**config.mk**
```make
export PLATFORM = sky130hd
export DESIGN_NAME = quad_timer_top
export DESIGN_NICKNAME = d
export VERILOG_FILES = /design/src/common/quad_timer_pkg.sv /design/src/rtl/edge_sync.sv /design/src/rtl/tick_divider.sv /design/src/rtl/quad_timer_top.sv
export SDC_FILE = /design/constraint.sdc
export NUM_CORES = 1
export LEC_CHECK = 0
export CORE_MARGIN = 2
export CORE_UTILIZATION = 50
export DETAILED_ROUTE_END_ITERATION = 10
export DONT_BUFFER_PORTS = 1
export PLACE_DENSITY = 0.73
export SYNTH_ARGS = -nofsm -noshare
export SYNTH_HDL_FRONTEND = slang
export SYNTH_SLANG_ARGS = --single-unit
```
**constraint.sdc**
```tcl
create_clock -name clk -period 3.3 [get_ports clk]
set_input_delay 0.66 -clock clk [delete_from_list [all_inputs] [get_ports clk]]
set_output_delay 0.66 -clock clk [all_outputs]
set_load 0.005 [all_outputs]
```
**src/common/quad_timer_pkg.sv**
```systemverilog
package quad_timer_pkg;
  localparam int unsigned DIV_SYS_12 = 12;
  localparam int unsigned DIV_SYS_4 = 4;
  localparam int unsigned DIV_SYS_48 = 48;
  localparam int unsigned DIV_OSC_8 = 8;
  localparam int unsigned NUM_DIV = 5;
  localparam int unsigned TK_D12 = 0;
  localparam int unsigned TK_D4 = 1;
  localparam int unsigned TK_D48 = 2;
  localparam int unsigned TK_EXT8 = 3;
  localparam int unsigned TK_RTC8 = 4;
  localparam int unsigned DIV_TABLE [NUM_DIV] = '{DIV_SYS_12, DIV_SYS_4, DIV_SYS_48, DIV_OSC_8, DIV_OSC_8};
  localparam int unsigned NUM_IN = 8;
  localparam int unsigned IN_EV0 = 0;
  localparam int unsigned IN_G0 = 2;
  localparam int unsigned IN_EXT = 4;
  localparam int unsigned IN_RTC = 5;
  localparam int unsigned IN_CMP0 = 6;
  localparam logic [7:0] ADR_CLKCTL = 8'h00;
  localparam logic [7:0] ADR_CLASSIC = 8'h04;
  localparam logic [7:0] ADR_CNT0 = 8'h08;
  localparam logic [7:0] ADR_CNT1 = 8'h0C;
  localparam logic [7:0] ADR_ACTL2 = 8'h10;
  localparam logic [7:0] ADR_ACNT2 = 8'h14;
  localparam logic [7:0] ADR_ARLD2 = 8'h18;
  localparam logic [7:0] ADR_ACTL3 = 8'h1C;
  localparam logic [7:0] ADR_ACNT3 = 8'h20;
  localparam logic [7:0] ADR_ARLD3 = 8'h24;
  localparam logic [7:0] ADR_IRQ_STAT = 8'h28;
  localparam logic [7:0] ADR_IRQ_CLR = 8'h2C;
  localparam logic [7:0] ADR_IRQ_EN = 8'h30;
  localparam int unsigned CLS1_LSB = 8;
  localparam logic [12:0] CNT13_TOP = 13'h1FFF;
  localparam logic [15:0] CNT16_TOP = 16'hFFFF;
  localparam logic [7:0] CNT8_TOP = 8'hFF;
  localparam int unsigned ST_OVF0 = 0;
  localparam int unsigned ST_OVF1 = 1;
  localparam int unsigned ST_LO2 = 2;
  localparam int unsigned ST_HI2 = 3;
  localparam int unsigned ST_CAP2 = 6;
  localparam logic [7:0] CLKCTL_RST = 8'h00;
  localparam logic [5:0] CLS_RST = 6'h00;
  localparam logic [5:0] ACTL_RST = 6'h00;
  localparam logic [15:0] CNT_RST = 16'h0000;
  localparam logic [7:0] IRQ_RST = 8'h00;

  typedef enum logic [1:0] {MODE_13BIT, MODE_16BIT, MODE_8BIT_RELOAD, MODE_SPLIT} classic_mode_t;
  typedef enum logic [1:0] {PRE_DIV12, PRE_DIV4, PRE_DIV48, PRE_EXT8} prescale_t;
  typedef enum logic [1:0] {XCLK_SYS12, XCLK_OSC8, XCLK_CMP, XCLK_NONE} aux_clk_t;

  typedef struct packed {
    logic t3_hi_sys;
    logic t3_lo_sys;
    logic t2_hi_sys;
    logic t2_lo_sys;
    logic timer1_sysclk_select;
    logic timer0_sysclk_select;
    prescale_t shared_prescale_select;
  } clk_ctl_t;

  typedef struct packed {
    logic gate_polarity;
    logic run_bit;
    logic gate_enable;
    logic counter_select;
    classic_mode_t mode;
  } classic_ctl_t;

  typedef struct packed {
    logic cap_src;
    logic cap_en;
    aux_clk_t xclk;
    logic split;
    logic run;
  } auto_ctl_t;
endpackage : quad_timer_pkg

```
**src/rtl/edge_sync.sv**
```systemverilog
`timescale 1ns/1ps
`default_nettype none
module edge_sync (
  input wire logic clk,
  input wire logic sys_rst,
  input wire logic din,
  output logic level,
  output logic fall,
  output logic rise
);
  logic meta_q;
  logic sync_q;
  logic prev_q;

  always_ff @(posedge clk) begin
    if (sys_rst) begin
      meta_q <= 1'b0;
      sync_q <= 1'b0;
      prev_q <= 1'b0;
    end else begin
      meta_q <= din;
      sync_q <= meta_q;
      prev_q <= sync_q;
    end
  end

  assign level = sync_q;
  assign fall = prev_q & ~sync_q;
  assign rise = ~prev_q & sync_q;
endmodule : edge_sync
`default_nettype wire

```
**src/rtl/tick_divider.sv**
```systemverilog
`timescale 1ns/1ps
`default_nettype none
module tick_divider #(
  parameter int unsigned DIV = 4
) (
  input wire logic clk,
  input wire logic sys_rst,
  input wire logic tick_in,
  output logic tick_out
);
  localparam int unsigned W = $clog2(DIV);
  localparam logic [W-1:0] LAST = W'(DIV - 1);
  logic [W-1:0] cnt_q;
  logic tick_q;

  always_ff @(posedge clk) begin
    if (sys_rst) begin
      cnt_q <= '0;
      tick_q <= 1'b0;
    end else begin
      tick_q <= 1'b0;
      if (tick_in) begin
        if (cnt_q == LAST) begin
          cnt_q <= '0;
          tick_q <= 1'b1;
        end else begin
          cnt_q <= cnt_q + 1'b1;
        end
      end
    end
  end

  assign tick_out = tick_q;
endmodule : tick_divider
`default_nettype wire

```
**src/rtl/quad_timer_top.sv**
```systemverilog
// Design decisions made here: the placing of the registers and the Wishbone slave port.
`timescale 1ns/1ps
`default_nettype none
// Summary of operation
// - Four 16-bit counter/timers exist, two classic ones and two auto-reload ones.
// - Classic timers run as 13-bit, 16-bit or 8-bit auto-reload, and timer 0 also as two 8-bit halves.
// - Auto-reload timers run as one 16-bit reload timer or as two 8-bit reload halves.
// - Auto-reload timers can capture their count on edges of the slow oscillator or a comparator.
// - The classic timer clock comes from one of five sources via sysclk select and shared prescale.
// - Each classic timer picks either the shared prescaled tick or the full system clock.
// - Auto-reload timers can tick on the system clock or on the system clock divided by 12.
// - Timer 2 can also tick on the slow oscillator divided by 8 or on comparator 0.
// - Timer 3 can also tick on the external oscillator divided by 8 or on comparator 1.
// - In counter operation a classic timer steps once per falling edge of its event pin.
// - Event rates up to a quarter of the system clock are counted without loss.
// - Prescale field picks system clock over 12, 4, 48, or external oscillator over 8.
// - With counter select set, the sysclk select is ignored and the event pin drives the count.
// - A classic timer counts only while run is set and the gate is off or at its active level; timer 0's upper half in split mode needs only timer 1's run bit.
// - In 13-bit mode a wrap from 0x1FFF to 0x0000 sets the overflow flag.
module quad_timer_top
  import quad_timer_pkg::*;
(
  input wire logic clk,
  input wire logic sys_rst,
  input wire logic wb_cyc_i,
  input wire logic wb_stb_i,
  input wire logic wb_we_i,
  input wire logic [7:0] wb_adr_i,
  input wire logic [3:0] wb_sel_i,
  input wire logic [31:0] wb_dat_i,
  output logic [31:0] wb_dat_o,
  output logic wb_ack_o,
  output logic irq,
  input wire logic event_input_zero,
  input wire logic event_input_one,
  input wire logic gate_input_zero,
  input wire logic gate_input_one,
  input wire logic ext_osc_in,
  input wire logic rtc_osc_in,
  input wire logic comparator0_in,
  input wire logic comparator1_in
);

  function automatic logic [15:0] merge16(input logic [15:0] old, input logic [15:0] dat,
                                          input logic [1:0] sel);
    merge16 = {sel[1] ? dat[15:8] : old[15:8], sel[0] ? dat[7:0] : old[7:0]};
  endfunction : merge16

  // Returns the overflow bit above the next count value of a classic timer.
  function automatic logic [16:0] classic_step(input classic_mode_t m, input logic [15:0] c);
    logic [12:0] c13;
    logic [16:0] r;
    c13 = {c[15:8], c[4:0]} + 13'h0001;
    r = {1'b0, c};
    case (m)
      MODE_13BIT: r = {({c[15:8], c[4:0]} == CNT13_TOP), c13[12:5], c[7:5], c13[4:0]};
      MODE_16BIT: r = {(c == CNT16_TOP), c + 16'h0001};
      MODE_8BIT_RELOAD: begin
        if (c[7:0] == CNT8_TOP) begin
          r = {1'b1, c[15:8], c[15:8]};
        end else begin
          r = {1'b0, c[15:8], c[7:0] + 8'h01};
        end
      end
      default: r = {(c[7:0] == CNT8_TOP), c[15:8], c[7:0] + 8'h01};
    endcase
    classic_step = r;
  endfunction : classic_step

  function automatic logic aux_tick(input aux_clk_t x, input logic d12, input logic osc8, input logic cmp);
    case (x)
      XCLK_SYS12: aux_tick = d12;
      XCLK_OSC8: aux_tick = osc8;
      XCLK_CMP: aux_tick = cmp;
      default: aux_tick = 1'b0;
    endcase
  endfunction : aux_tick

  logic [NUM_IN-1:0] raw_in;
  logic [NUM_IN-1:0] lvl;
  logic [NUM_IN-1:0] fall;
  logic [NUM_IN-1:0] rise;
  logic [NUM_DIV-1:0] div_in;
  logic [NUM_DIV-1:0] tk;

  assign raw_in = {comparator1_in, comparator0_in, rtc_osc_in, ext_osc_in,
                   gate_input_one, gate_input_zero, event_input_one, event_input_zero};

  // Every pin is sampled on clk; levels held two cycles are never missed.
  for (genvar g = 0; g < NUM_IN; g++) begin : g_sync
    edge_sync u_sync (
      .clk(clk),
      .sys_rst(sys_rst),
      .din(raw_in[g]),
      .level(lvl[g]),
      .fall(fall[g]),
      .rise(rise[g])
    );
  end

  assign div_in = {fall[IN_RTC], fall[IN_EXT], 3'b111};

  for (genvar g = 0; g < NUM_DIV; g++) begin : g_div
    tick_divider #(.DIV(DIV_TABLE[g])) u_div (
      .clk(clk),
      .sys_rst(sys_rst),
      .tick_in(div_in[g]),
      .tick_out(tk[g])
    );
  end

  logic ack_q;
  logic [31:0] rdat_q;
  logic irq_q;
  clk_ctl_t clkctl_q;
  classic_ctl_t cls_q [2];
  logic [15:0] ccnt_q [2];
  auto_ctl_t actl_q [2];
  logic [15:0] acnt_q [2];
  logic [15:0] arld_q [2];
  logic [7:0] stat_q;
  logic [7:0] stat_d;
  logic [7:0] irq_en_q;

  logic acc;
  logic wr;
  logic wr_clk;
  logic wr_cls;
  logic wr_clr;
  logic wr_en;
  logic [1:0] wr_ccnt;
  logic [1:0] wr_actl;
  logic [1:0] wr_acnt;
  logic [1:0] wr_arld;
  logic [31:0] rd_val;

  assign acc = wb_cyc_i & wb_stb_i & ~ack_q;
  assign wr = acc & wb_we_i;

  always_comb begin
    wr_clk = 1'b0;
    wr_cls = 1'b0;
    wr_clr = 1'b0;
    wr_en = 1'b0;
    wr_ccnt = 2'b00;
    wr_actl = 2'b00;
    wr_acnt = 2'b00;
    wr_arld = 2'b00;
    rd_val = 32'h00000000;
    if (wb_adr_i == ADR_CLKCTL) begin
      wr_clk = wr;
      rd_val = {24'h000000, clkctl_q};
    end else if (wb_adr_i == ADR_CLASSIC) begin
      wr_cls = wr;
      rd_val = {18'h00000, cls_q[1], 2'h0, cls_q[0]};
    end else if (wb_adr_i == ADR_CNT0 || wb_adr_i == ADR_CNT1) begin
      wr_ccnt[wb_adr_i[2]] = wr;
      rd_val = {16'h0000, ccnt_q[wb_adr_i[2]]};
    end else if (wb_adr_i == ADR_ACTL2 || wb_adr_i == ADR_ACTL3) begin
      wr_actl[wb_adr_i[3]] = wr;
      rd_val = {26'h0000000, actl_q[wb_adr_i[3]]};
    end else if (wb_adr_i == ADR_ACNT2 || wb_adr_i == ADR_ACNT3) begin
      wr_acnt[wb_adr_i[5]] = wr;
      rd_val = {16'h0000, acnt_q[wb_adr_i[5]]};
    end else if (wb_adr_i == ADR_ARLD2 || wb_adr_i == ADR_ARLD3) begin
      wr_arld[wb_adr_i[5]] = wr;
      rd_val = {16'h0000, arld_q[wb_adr_i[5]]};
    end else if (wb_adr_i == ADR_IRQ_STAT) begin
      rd_val = {24'h000000, stat_q};
    end else if (wb_adr_i == ADR_IRQ_CLR) begin
      wr_clr = wr;
    end else if (wb_adr_i == ADR_IRQ_EN) begin
      wr_en = wr;
      rd_val = {24'h000000, irq_en_q};
    end
  end

  // Unmapped addresses still acknowledge so a stray access never hangs the bus.
  always_ff @(posedge clk) begin
    if (sys_rst) begin
      ack_q <= 1'b0;
      rdat_q <= 32'h00000000;
    end else begin
      ack_q <= acc;
      if (acc) begin
        rdat_q <= rd_val;
      end
    end
  end

  always_ff @(posedge clk) begin
    if (sys_rst) begin
      clkctl_q <= clk_ctl_t'(CLKCTL_RST);
      cls_q[0] <= classic_ctl_t'(CLS_RST);
      cls_q[1] <= classic_ctl_t'(CLS_RST);
      actl_q[0] <= auto_ctl_t'(ACTL_RST);
      actl_q[1] <= auto_ctl_t'(ACTL_RST);
      irq_en_q <= IRQ_RST;
    end else begin
      if (wr_clk && wb_sel_i[0]) begin
        clkctl_q <= clk_ctl_t'(wb_dat_i[7:0]);
      end
      if (wr_cls && wb_sel_i[0]) begin
        cls_q[0] <= classic_ctl_t'(wb_dat_i[5:0]);
      end
      if (wr_cls && wb_sel_i[1]) begin
        cls_q[1] <= classic_ctl_t'(wb_dat_i[CLS1_LSB+5:CLS1_LSB]);
      end
      for (int j = 0; j < 2; j++) begin
        if (wr_actl[j] && wb_sel_i[0]) begin
          actl_q[j] <= auto_ctl_t'(wb_dat_i[5:0]);
        end
      end
      if (wr_en && wb_sel_i[0]) begin
        irq_en_q <= wb_dat_i[7:0];
      end
    end
  end

  // Classic timers: clock choice, gating and stepping.
  logic counter_select_zero;
  logic run_bit_zero;
  logic gate_enable_zero;
  logic gate_polarity_zero;
  logic overflow_flag_zero;
  logic pre_tick;
  logic [1:0] sys_sel;
  logic [1:0] cl_tick;
  logic [1:0] run_en;
  logic [1:0] cl_ovf;
  logic th0_tick;
  logic th0_ovf;
  logic [15:0] cl_nx [2];
  logic [16:0] step;

  assign counter_select_zero = cls_q[0].counter_select;
  assign run_bit_zero = cls_q[0].run_bit;
  assign gate_enable_zero = cls_q[0].gate_enable;
  assign gate_polarity_zero = cls_q[0].gate_polarity;
  assign overflow_flag_zero = stat_q[ST_OVF0];
  assign sys_sel = {clkctl_q.timer1_sysclk_select, clkctl_q.timer0_sysclk_select};

  always_comb begin
    case (clkctl_q.shared_prescale_select)
      PRE_DIV12: pre_tick = tk[TK_D12];
      PRE_DIV4: pre_tick = tk[TK_D4];
      PRE_DIV48: pre_tick = tk[TK_D48];
      default: pre_tick = tk[TK_EXT8];
    endcase
  end

  // Upper half of timer 0 in split mode is a pure timer that uses timer 1's run bit.
  assign th0_tick = sys_sel[0] ? 1'b1 : pre_tick;

  always_comb begin
    step = 17'h00000;
    th0_ovf = 1'b0;
    for (int i = 0; i < 2; i++) begin
      // Counter select overrides the sysclk select; six sources in all.
      cl_tick[i] = cls_q[i].counter_select ? fall[IN_EV0 + i] : (sys_sel[i] ? 1'b1 : pre_tick);
      run_en[i] = cls_q[i].run_bit & (~cls_q[i].gate_enable | (lvl[IN_G0 + i] == cls_q[i].gate_polarity));
      cl_nx[i] = ccnt_q[i];
      cl_ovf[i] = 1'b0;
      step = classic_step(cls_q[i].mode, ccnt_q[i]);
      // Timer 1 holds its count in split mode.
      if (cl_tick[i] && run_en[i] && !(i == 1 && cls_q[i].mode == MODE_SPLIT)) begin
        cl_nx[i] = step[15:0];
        cl_ovf[i] = step[16];
      end
    end
    if (cls_q[0].mode == MODE_SPLIT && th0_tick && cls_q[1].run_bit) begin
      cl_nx[0][15:8] = ccnt_q[0][15:8] + 8'h01;
      th0_ovf = (ccnt_q[0][15:8] == CNT8_TOP);
    end
  end

  // A software write to a count wins over a step in the same cycle.
  always_ff @(posedge clk) begin
    if (sys_rst) begin
      ccnt_q[0] <= CNT_RST;
      ccnt_q[1] <= CNT_RST;
    end else begin
      for (int i = 0; i < 2; i++) begin
        if (wr_ccnt[i]) begin
          ccnt_q[i] <= merge16(ccnt_q[i], wb_dat_i[15:0], wb_sel_i[1:0]);
        end else begin
          ccnt_q[i] <= cl_nx[i];
        end
      end
    end
  end

  // Auto-reload timers with split, capture and alternate clocks.
  logic [1:0] a_tick_lo;
  logic [1:0] a_tick_hi;
  logic [1:0] a_ovf_lo;
  logic [1:0] a_ovf_hi;
  logic [1:0] cap_ev;
  logic [1:0] osc8;
  logic [15:0] an_cnt [2];

  assign osc8 = {tk[TK_EXT8], tk[TK_RTC8]};

  always_comb begin
    for (int j = 0; j < 2; j++) begin
      a_tick_lo[j] = (j == 0 ? clkctl_q.t2_lo_sys : clkctl_q.t3_lo_sys) ? 1'b1 :
                     aux_tick(actl_q[j].xclk, tk[TK_D12], osc8[j], fall[IN_CMP0 + j]);
      a_tick_hi[j] = (j == 0 ? clkctl_q.t2_hi_sys : clkctl_q.t3_hi_sys) ? 1'b1 :
                     aux_tick(actl_q[j].xclk, tk[TK_D12], osc8[j], fall[IN_CMP0 + j]);
      cap_ev[j] = actl_q[j].cap_en & (actl_q[j].cap_src ? rise[IN_CMP0 + j] : rise[IN_RTC]);
      an_cnt[j] = acnt_q[j];
      a_ovf_lo[j] = 1'b0;
      a_ovf_hi[j] = 1'b0;
      if (actl_q[j].run && actl_q[j].split && !actl_q[j].cap_en) begin
        if (a_tick_lo[j]) begin
          a_ovf_lo[j] = (acnt_q[j][7:0] == CNT8_TOP);
          an_cnt[j][7:0] = a_ovf_lo[j] ? arld_q[j][7:0] : acnt_q[j][7:0] + 8'h01;
        end
        if (a_tick_hi[j]) begin
          a_ovf_hi[j] = (acnt_q[j][15:8] == CNT8_TOP);
          an_cnt[j][15:8] = a_ovf_hi[j] ? arld_q[j][15:8] : acnt_q[j][15:8] + 8'h01;
        end
      end else if (actl_q[j].run && a_tick_lo[j]) begin
        a_ovf_hi[j] = (acnt_q[j] == CNT16_TOP);
        // In capture mode the reload register holds captures, so the count wraps to zero.
        if (a_ovf_hi[j]) begin
          an_cnt[j] = actl_q[j].cap_en ? CNT_RST : arld_q[j];
        end else begin
          an_cnt[j] = acnt_q[j] + 16'h0001;
        end
      end
    end
  end

  // A capture beats a software write of the reload register in the same cycle.
  always_ff @(posedge clk) begin
    if (sys_rst) begin
      for (int j = 0; j < 2; j++) begin
        acnt_q[j] <= CNT_RST;
        arld_q[j] <= CNT_RST;
      end
    end else begin
      for (int j = 0; j < 2; j++) begin
        if (wr_acnt[j]) begin
          acnt_q[j] <= merge16(acnt_q[j], wb_dat_i[15:0], wb_sel_i[1:0]);
        end else begin
          acnt_q[j] <= an_cnt[j];
        end
        if (cap_ev[j]) begin
          arld_q[j] <= acnt_q[j];
        end else if (wr_arld[j]) begin
          arld_q[j] <= merge16(arld_q[j], wb_dat_i[15:0], wb_sel_i[1:0]);
        end
      end
    end
  end

  // Interrupt status: a set in the same cycle as its clear wins.
  logic [7:0] st_set;
  logic [7:0] clr_mask;
  logic [7:0] irq_en_d;

  always_comb begin
    st_set = 8'h00;
    st_set[ST_OVF0] = cl_ovf[0];
    st_set[ST_OVF1] = (cls_q[0].mode == MODE_SPLIT) ? th0_ovf : cl_ovf[1];
    for (int j = 0; j < 2; j++) begin
      st_set[ST_LO2 + 2 * j] = a_ovf_lo[j];
      st_set[ST_HI2 + 2 * j] = a_ovf_hi[j];
      st_set[ST_CAP2 + j] = cap_ev[j];
    end
    clr_mask = (wr_clr && wb_sel_i[0]) ? wb_dat_i[7:0] : 8'h00;
    stat_d = (stat_q & ~clr_mask) | st_set;
    irq_en_d = (wr_en && wb_sel_i[0]) ? wb_dat_i[7:0] : irq_en_q;
  end

  always_ff @(posedge clk) begin
    if (sys_rst) begin
      stat_q <= IRQ_RST;
      irq_q <= 1'b0;
    end else begin
      stat_q <= stat_d;
      // The next enable is used so that irq never lags an enable write by a stale cycle.
      irq_q <= |(stat_d & irq_en_d);
    end
  end

  assign wb_ack_o = ack_q;
  assign wb_dat_o = rdat_q;
  assign irq = irq_q;
endmodule : quad_timer_top
`default_nettype wire

```
* Yosys cells after proc, flatten, opt, wreduce, memory -nomap -nowiden *
Memory sizes are Yosys's and may differ from the RTL's.
Cells that the tools add are included.

storage, ports and cells
  flip-flop bits (word level) = 103
  RAM bits = 120
  output and inout port bits = 34
  word-level logic and storage cells = 404
  memories kept = 5

memory list
  memory  words  width  read ports  clocked after Yosys merged registers in  wr ports  RTL line               source
  acnt_q  2      16     3           0                                        2         quad_timer_top.sv:119  logic [15:0] acnt_q [2];
  arld_q  2      16     3           0                                        2         quad_timer_top.sv:120  logic [15:0] arld_q [2];
  ccnt_q  2      16     3           0                                        2         quad_timer_top.sv:117  logic [15:0] ccnt_q [2];
  actl_q  2      6      3           0                                        2         quad_timer_top.sv:118  auto_ctl_t actl_q [2];
  cls_q   2      6      2           0                                        2         quad_timer_top.sv:116  classic_ctl_t cls_q [2];

cells by class
  add/subtract/negate cells = 18
  magnitude comparators = 6
  eq/ne operators = 44
  muxes and demuxes = 192
  bitwise logic cells = 55
  reductions and logical operators = 40

operator list
  operator                 number
  $mux W16                 28
  $mux W8                  26
  $mux W1                  104
  $pmux W17 S3             2
  $add A16 B1 Y16 const B  4
  $eq A16 B16 Y1 const B   4
  $add A8 B1 Y8 const B    7
  $eq A8 B8 Y1 const B     7
  $eq A8 B6 Y1 const B     5
  $mux W2                  18
  $mux W17                 2
  $eq A8 B5 Y1 const B     4
  $add A13 B1 Y13 const B  2
  $eq A13 B13 Y1 const B   2
  $mux W6                  4
  $logic_and A1 B1 Y1      21
  $or A1 B1 Y1             18
  $and A1 B1 Y1            16
  $and A8 B8 Y8            2
  $eq A2 B2 Y1 const B     8
  $eq A8 B4 Y1 const B     2
  $not A1 Y1               14
  $eq A2 B1 Y1 const B     5
  $logic_not A2 Y1         5
  22 further kinds         45

* Depth between registers and ports, before layout *
  word-level depth = 18
  mapped depth = 9
  depth with buffers taken out = 7

* Modules after synthesis *
Synthesis repeated with hierarchy kept, for this count alone.

unflattened totals
  cell total of the unflattened synthesis = 1369
  area, all modules = 12555.8 µm²

modules (own cells, without submodules)
  module                              times used  cells each  area an instance (µm²)  seq. area each (µm²)
  quad_timer_top                      1           1213        10872.9                 4444.3
  edge_sync                           8           8           91.3                    60.1
  tick_divider at g_div[3].u_div ...  2           15          163.9                   80.1
  tick_divider at g_div[2].u_div      1           29          289.0                   140.1
  tick_divider at g_div[0].u_div      1           23          220.2                   100.1
  tick_divider at g_div[1].u_div      1           10          115.1                   60.1

* Worst setup path after synthesis *
No wires, ideal clock.

  kind = input port to flip-flop
  from = input port wb_adr_i[4]
  to = memory arld_q[0][0] (enable)
  library setup time = 0.375 ns
  arrival time = 2.544 ns
  data required time = 2.925 ns
  path slack = 0.381 ns
  stages on the path = 7
  path buffers = 2
  cell sequence = buf_2 -> nor4bb_1 -> o21ai_2 -> nor3_1 -> nand2_1 -> clkbuf_1 -> a21oi_1

RTL lines
  element      RTL line               source
  from (decl)  quad_timer_top.sv:28   input wire logic [7:0] wb_adr_i,
  to (decl)    quad_timer_top.sv:120

==> impl_results.md <==
- Clock tree buffer depth: 3
- Core area: 24,200 um^2
- Routed Antenna Nets: 0
- Startpoint class of the critical path: register
- Status: finished, final reports clean
- Total negative slack: 0 ps
- Dpl hpwl: roughly 28,000 um
- Max-cap viol count: 0
- Clk root buf: clkbuf_16
- Crit path max fanout: 16
- TritonCTS Sinks: between 200 and 250
- Power Density: roughly 460 nW/um^2
- Layout Nets: around 1,400
- Fin. max-slew vios: 0
- Worst EP arrival: approximately 3200 ps
- Yosys reg bits: around 210
- Leak: between 4 and 5 nW
- Die width: between 150 and 200 um
- Worst EP required: around 3500 ps
- Final worst setup slack: 279 ps
- FF-to-FF path depth: 6
- Detailed Route Iter0 Violations: ~1,500
- Fin util: between 50% and 60%
- Min-delay worst type: in -> reg
- CP Capture Type: register
- Row cnt: 57
- Final hold vios: 0
- Grt total ovfl: 0
- EDFF count, synth: between 100 and 150
- Worst-margin pin slew: 1070 ps
- Clock slew at reported path FFs: roughly 60 ps
- Vias/cell: approximately 6.6
- Seq/Total Area, Yosys: ~44%
- GRT Resource Usage Total: 29.3%
- Most common cell after layout, fill and taps aside: nand2_1
- Top post-synthesis cells by area: edfxtp_1 (29%), dfxtp_1 (14%), nand2_1 (4.3%)
- IO buf count: 0
- Cell area after layout: 13,300 um^2
- Final min period: 3020 ps
- Area post-placement: roughly 12,000 um^2
- First-pass GRT wire length: between 50,000 and 60,000 um
- Gpl congestion: 0.942
- RSZ-0062 raised after global routing: no
- Via count: between 10,000 and 15,000
- H-tree depth: 1
- Skew-Pair Late Insertion Delay: between 500 and 600 ps
- Post-Route WL: just under 40,000 um
- Vias in the first global route: about 10,000
- Initial Utilization: 50.6%
- Post-Route Skew: ~16 ps
- CTS hold repair buffers: 0
- Antenna violations before repair: 0
- FFs w/ async S/R, synth: 0%
- Largest net degree at the start of global routing: approximately 140
- Max frequency: about 330 MHz
- Crit Path Class: reg -> reg
- Diodes inserted: 0
- Post-synth top area share: 29.5%
- Final Setup Violations: 0
- Ports: 91
- Library cells used by synthesis: 82
- Number of remaining DRC errors: 0
- Synth Flop Type: edfxtp_1
- Filler cell count in the final layout: ~2,100
- Setup slack at placement: ~250 ps
- Layout cells sized above 1: ~8.4%
- Most frequent cells in the layout: nand2_1 (140), edfxtp_1 (120), nor2_1 (116), a21oi_1 (100), dfxtp_1 (87)
- Max_slew headroom: around 28%
- VDD IR-drop max: between 300 and 400 uV
- CTS resizes: 0
- Post-Syn Instances: 1,355
- Fin crit share: 91.6%
- Setup bufs post-CTS: 0
- Final Power: between 6 and 7 mW
- WL/cell: 23.4 um
- TritonCTS Buffers: 23
- Hold Path Depth: 1
- Area Overhead vs Synth: 8.40%
- Mapped Avg Cell Area: about 9 um^2
- Height of the die: around 160 um
- Leading area contributor after synthesis: edfxtp_1
- Die area: 25,700 um^2
- CTS tree: done
- Initial DRT Pass Iterations: 6
- Syn. warnings: 0
- Synthesized cell area: 12,200 um^2
-- final cells by class --
class	count	area (um^2)	share of cell area, %
tap	324	405	3.06
multi-input combinational	1021	6310	47.6
clock inverter	7	41.3	0.311
sequential	207	5350	40.3
clock buffer	35	733	5.53
timing repair buffer	43	323	2.44
inverter	25	93.8	0.708
-- cell usage after synthesis (5+ instances only) --
cell type  count
mux2i_1       48
mux2_2        10
o211ai_1      22
xor2_1        13
a311oi_1       7
nor3b_1        9
o21ai_0       65
nor2_1       116
and3_1        10
xnor2_1       32
nand2b_1       8
and4_1        10
clkbuf_1      81
buf_4         18
a22oi_1        8
nor2b_1       24
a211oi_1      25
dfxtp_1       87
a221oi_1      18
nand3_1       70
o22ai_1       17
ha_1          14
a21oi_1      100
nand2_1      140
edfxtp_1     120
a21o_1         5
a22o_1        18
a31oi_1       13
buf_2         11
nor4_1         6
inv_1         23
o221ai_1      13
a211o_1        5
nor3_1        43
nand3b_1       6
and3b_1        5
nand4_1       30
and2_1        23
or3_1          9
-- power breakdown --
group          leakage (nW)  switching [mW]  total [mW]  internal (mW)
sequential             1.94           0.165        3.02           2.86
combinational          2.44           0.238       0.424          0.186
clock                 0.378            1.08        2.61           1.53
total                  4.76            1.48        6.06           4.58
-- state kept, by name, summed over array words and instances, names as in the netlist --
register	count
irq	1
wb_ack_o	1
g_sync.u_sync.prev_q	6
stat_q	8
actl_q	12
g_sync.u_sync.level	8
g_sync.u_sync.meta_q	8
cls_q	12
wb_dat_o	16
g_div.u_div.tick_out	5
ccnt_q	32
arld_q	32
clkctl_q	8
acnt_q	32
g_div.u_div.cnt_q	18
irq_en_q	8
-- path summary, 6_finish.rpt --
kind	startpoint	end	slack (ps)
worst max register to register	actl_q[0][4]	arld_q[0][12]	280
worst min register to register	g_div[1].u_div.cnt_q[0]	g_div[1].u_div.cnt_q[0]	430
worst max-delay path	actl_q[0][4]	arld_q[0][12]	280
worst min-delay path	sys_rst	g_div[2].u_div.cnt_q[2]	210
-- through the flow --
step           cells  hold WS, ps
6_report        1662          214
5_1_grt         1662          197
4_1_cts         1662          202
3_5_place_dp    1620          422
3_3_place_gp    1620          412
2_1_floorplan   1370          404
-- critical path, stage by stage, from the launching register on --
cell and delay, ps:
edfxtp_1 390, or4bb_1 240, nand2_1 130, nor2_1 830, nand2_1 620, a21oi_1 300
buf_4 210
-- routing by layer --
layer  global-route usage, %  wire length, um
met5                       0                0
met2                    42.9            16300
met1                    39.9            15200
met3                    8.88             5230
met4                    13.3             2120
-- kinds of logic after synthesis --
| group | count (synthesis) | synth area share [%] |
|---|---|---|
| AOI/OAI and AO/OA | 354 | 19.2 |
| xor gates and xnor gates | 45 | 3.22 |
| adders and majority gates | 14 | 1.43 |
| buffers and inverters | 142 | 5.16 |
| DFF | 207 | 43.7 |
| muxes | 59 | 5.03 |
| other | 1 | 0.0307 |
| and+or+nand+nor | 533 | 22.2 |
(Power assumes the default switching activity.)
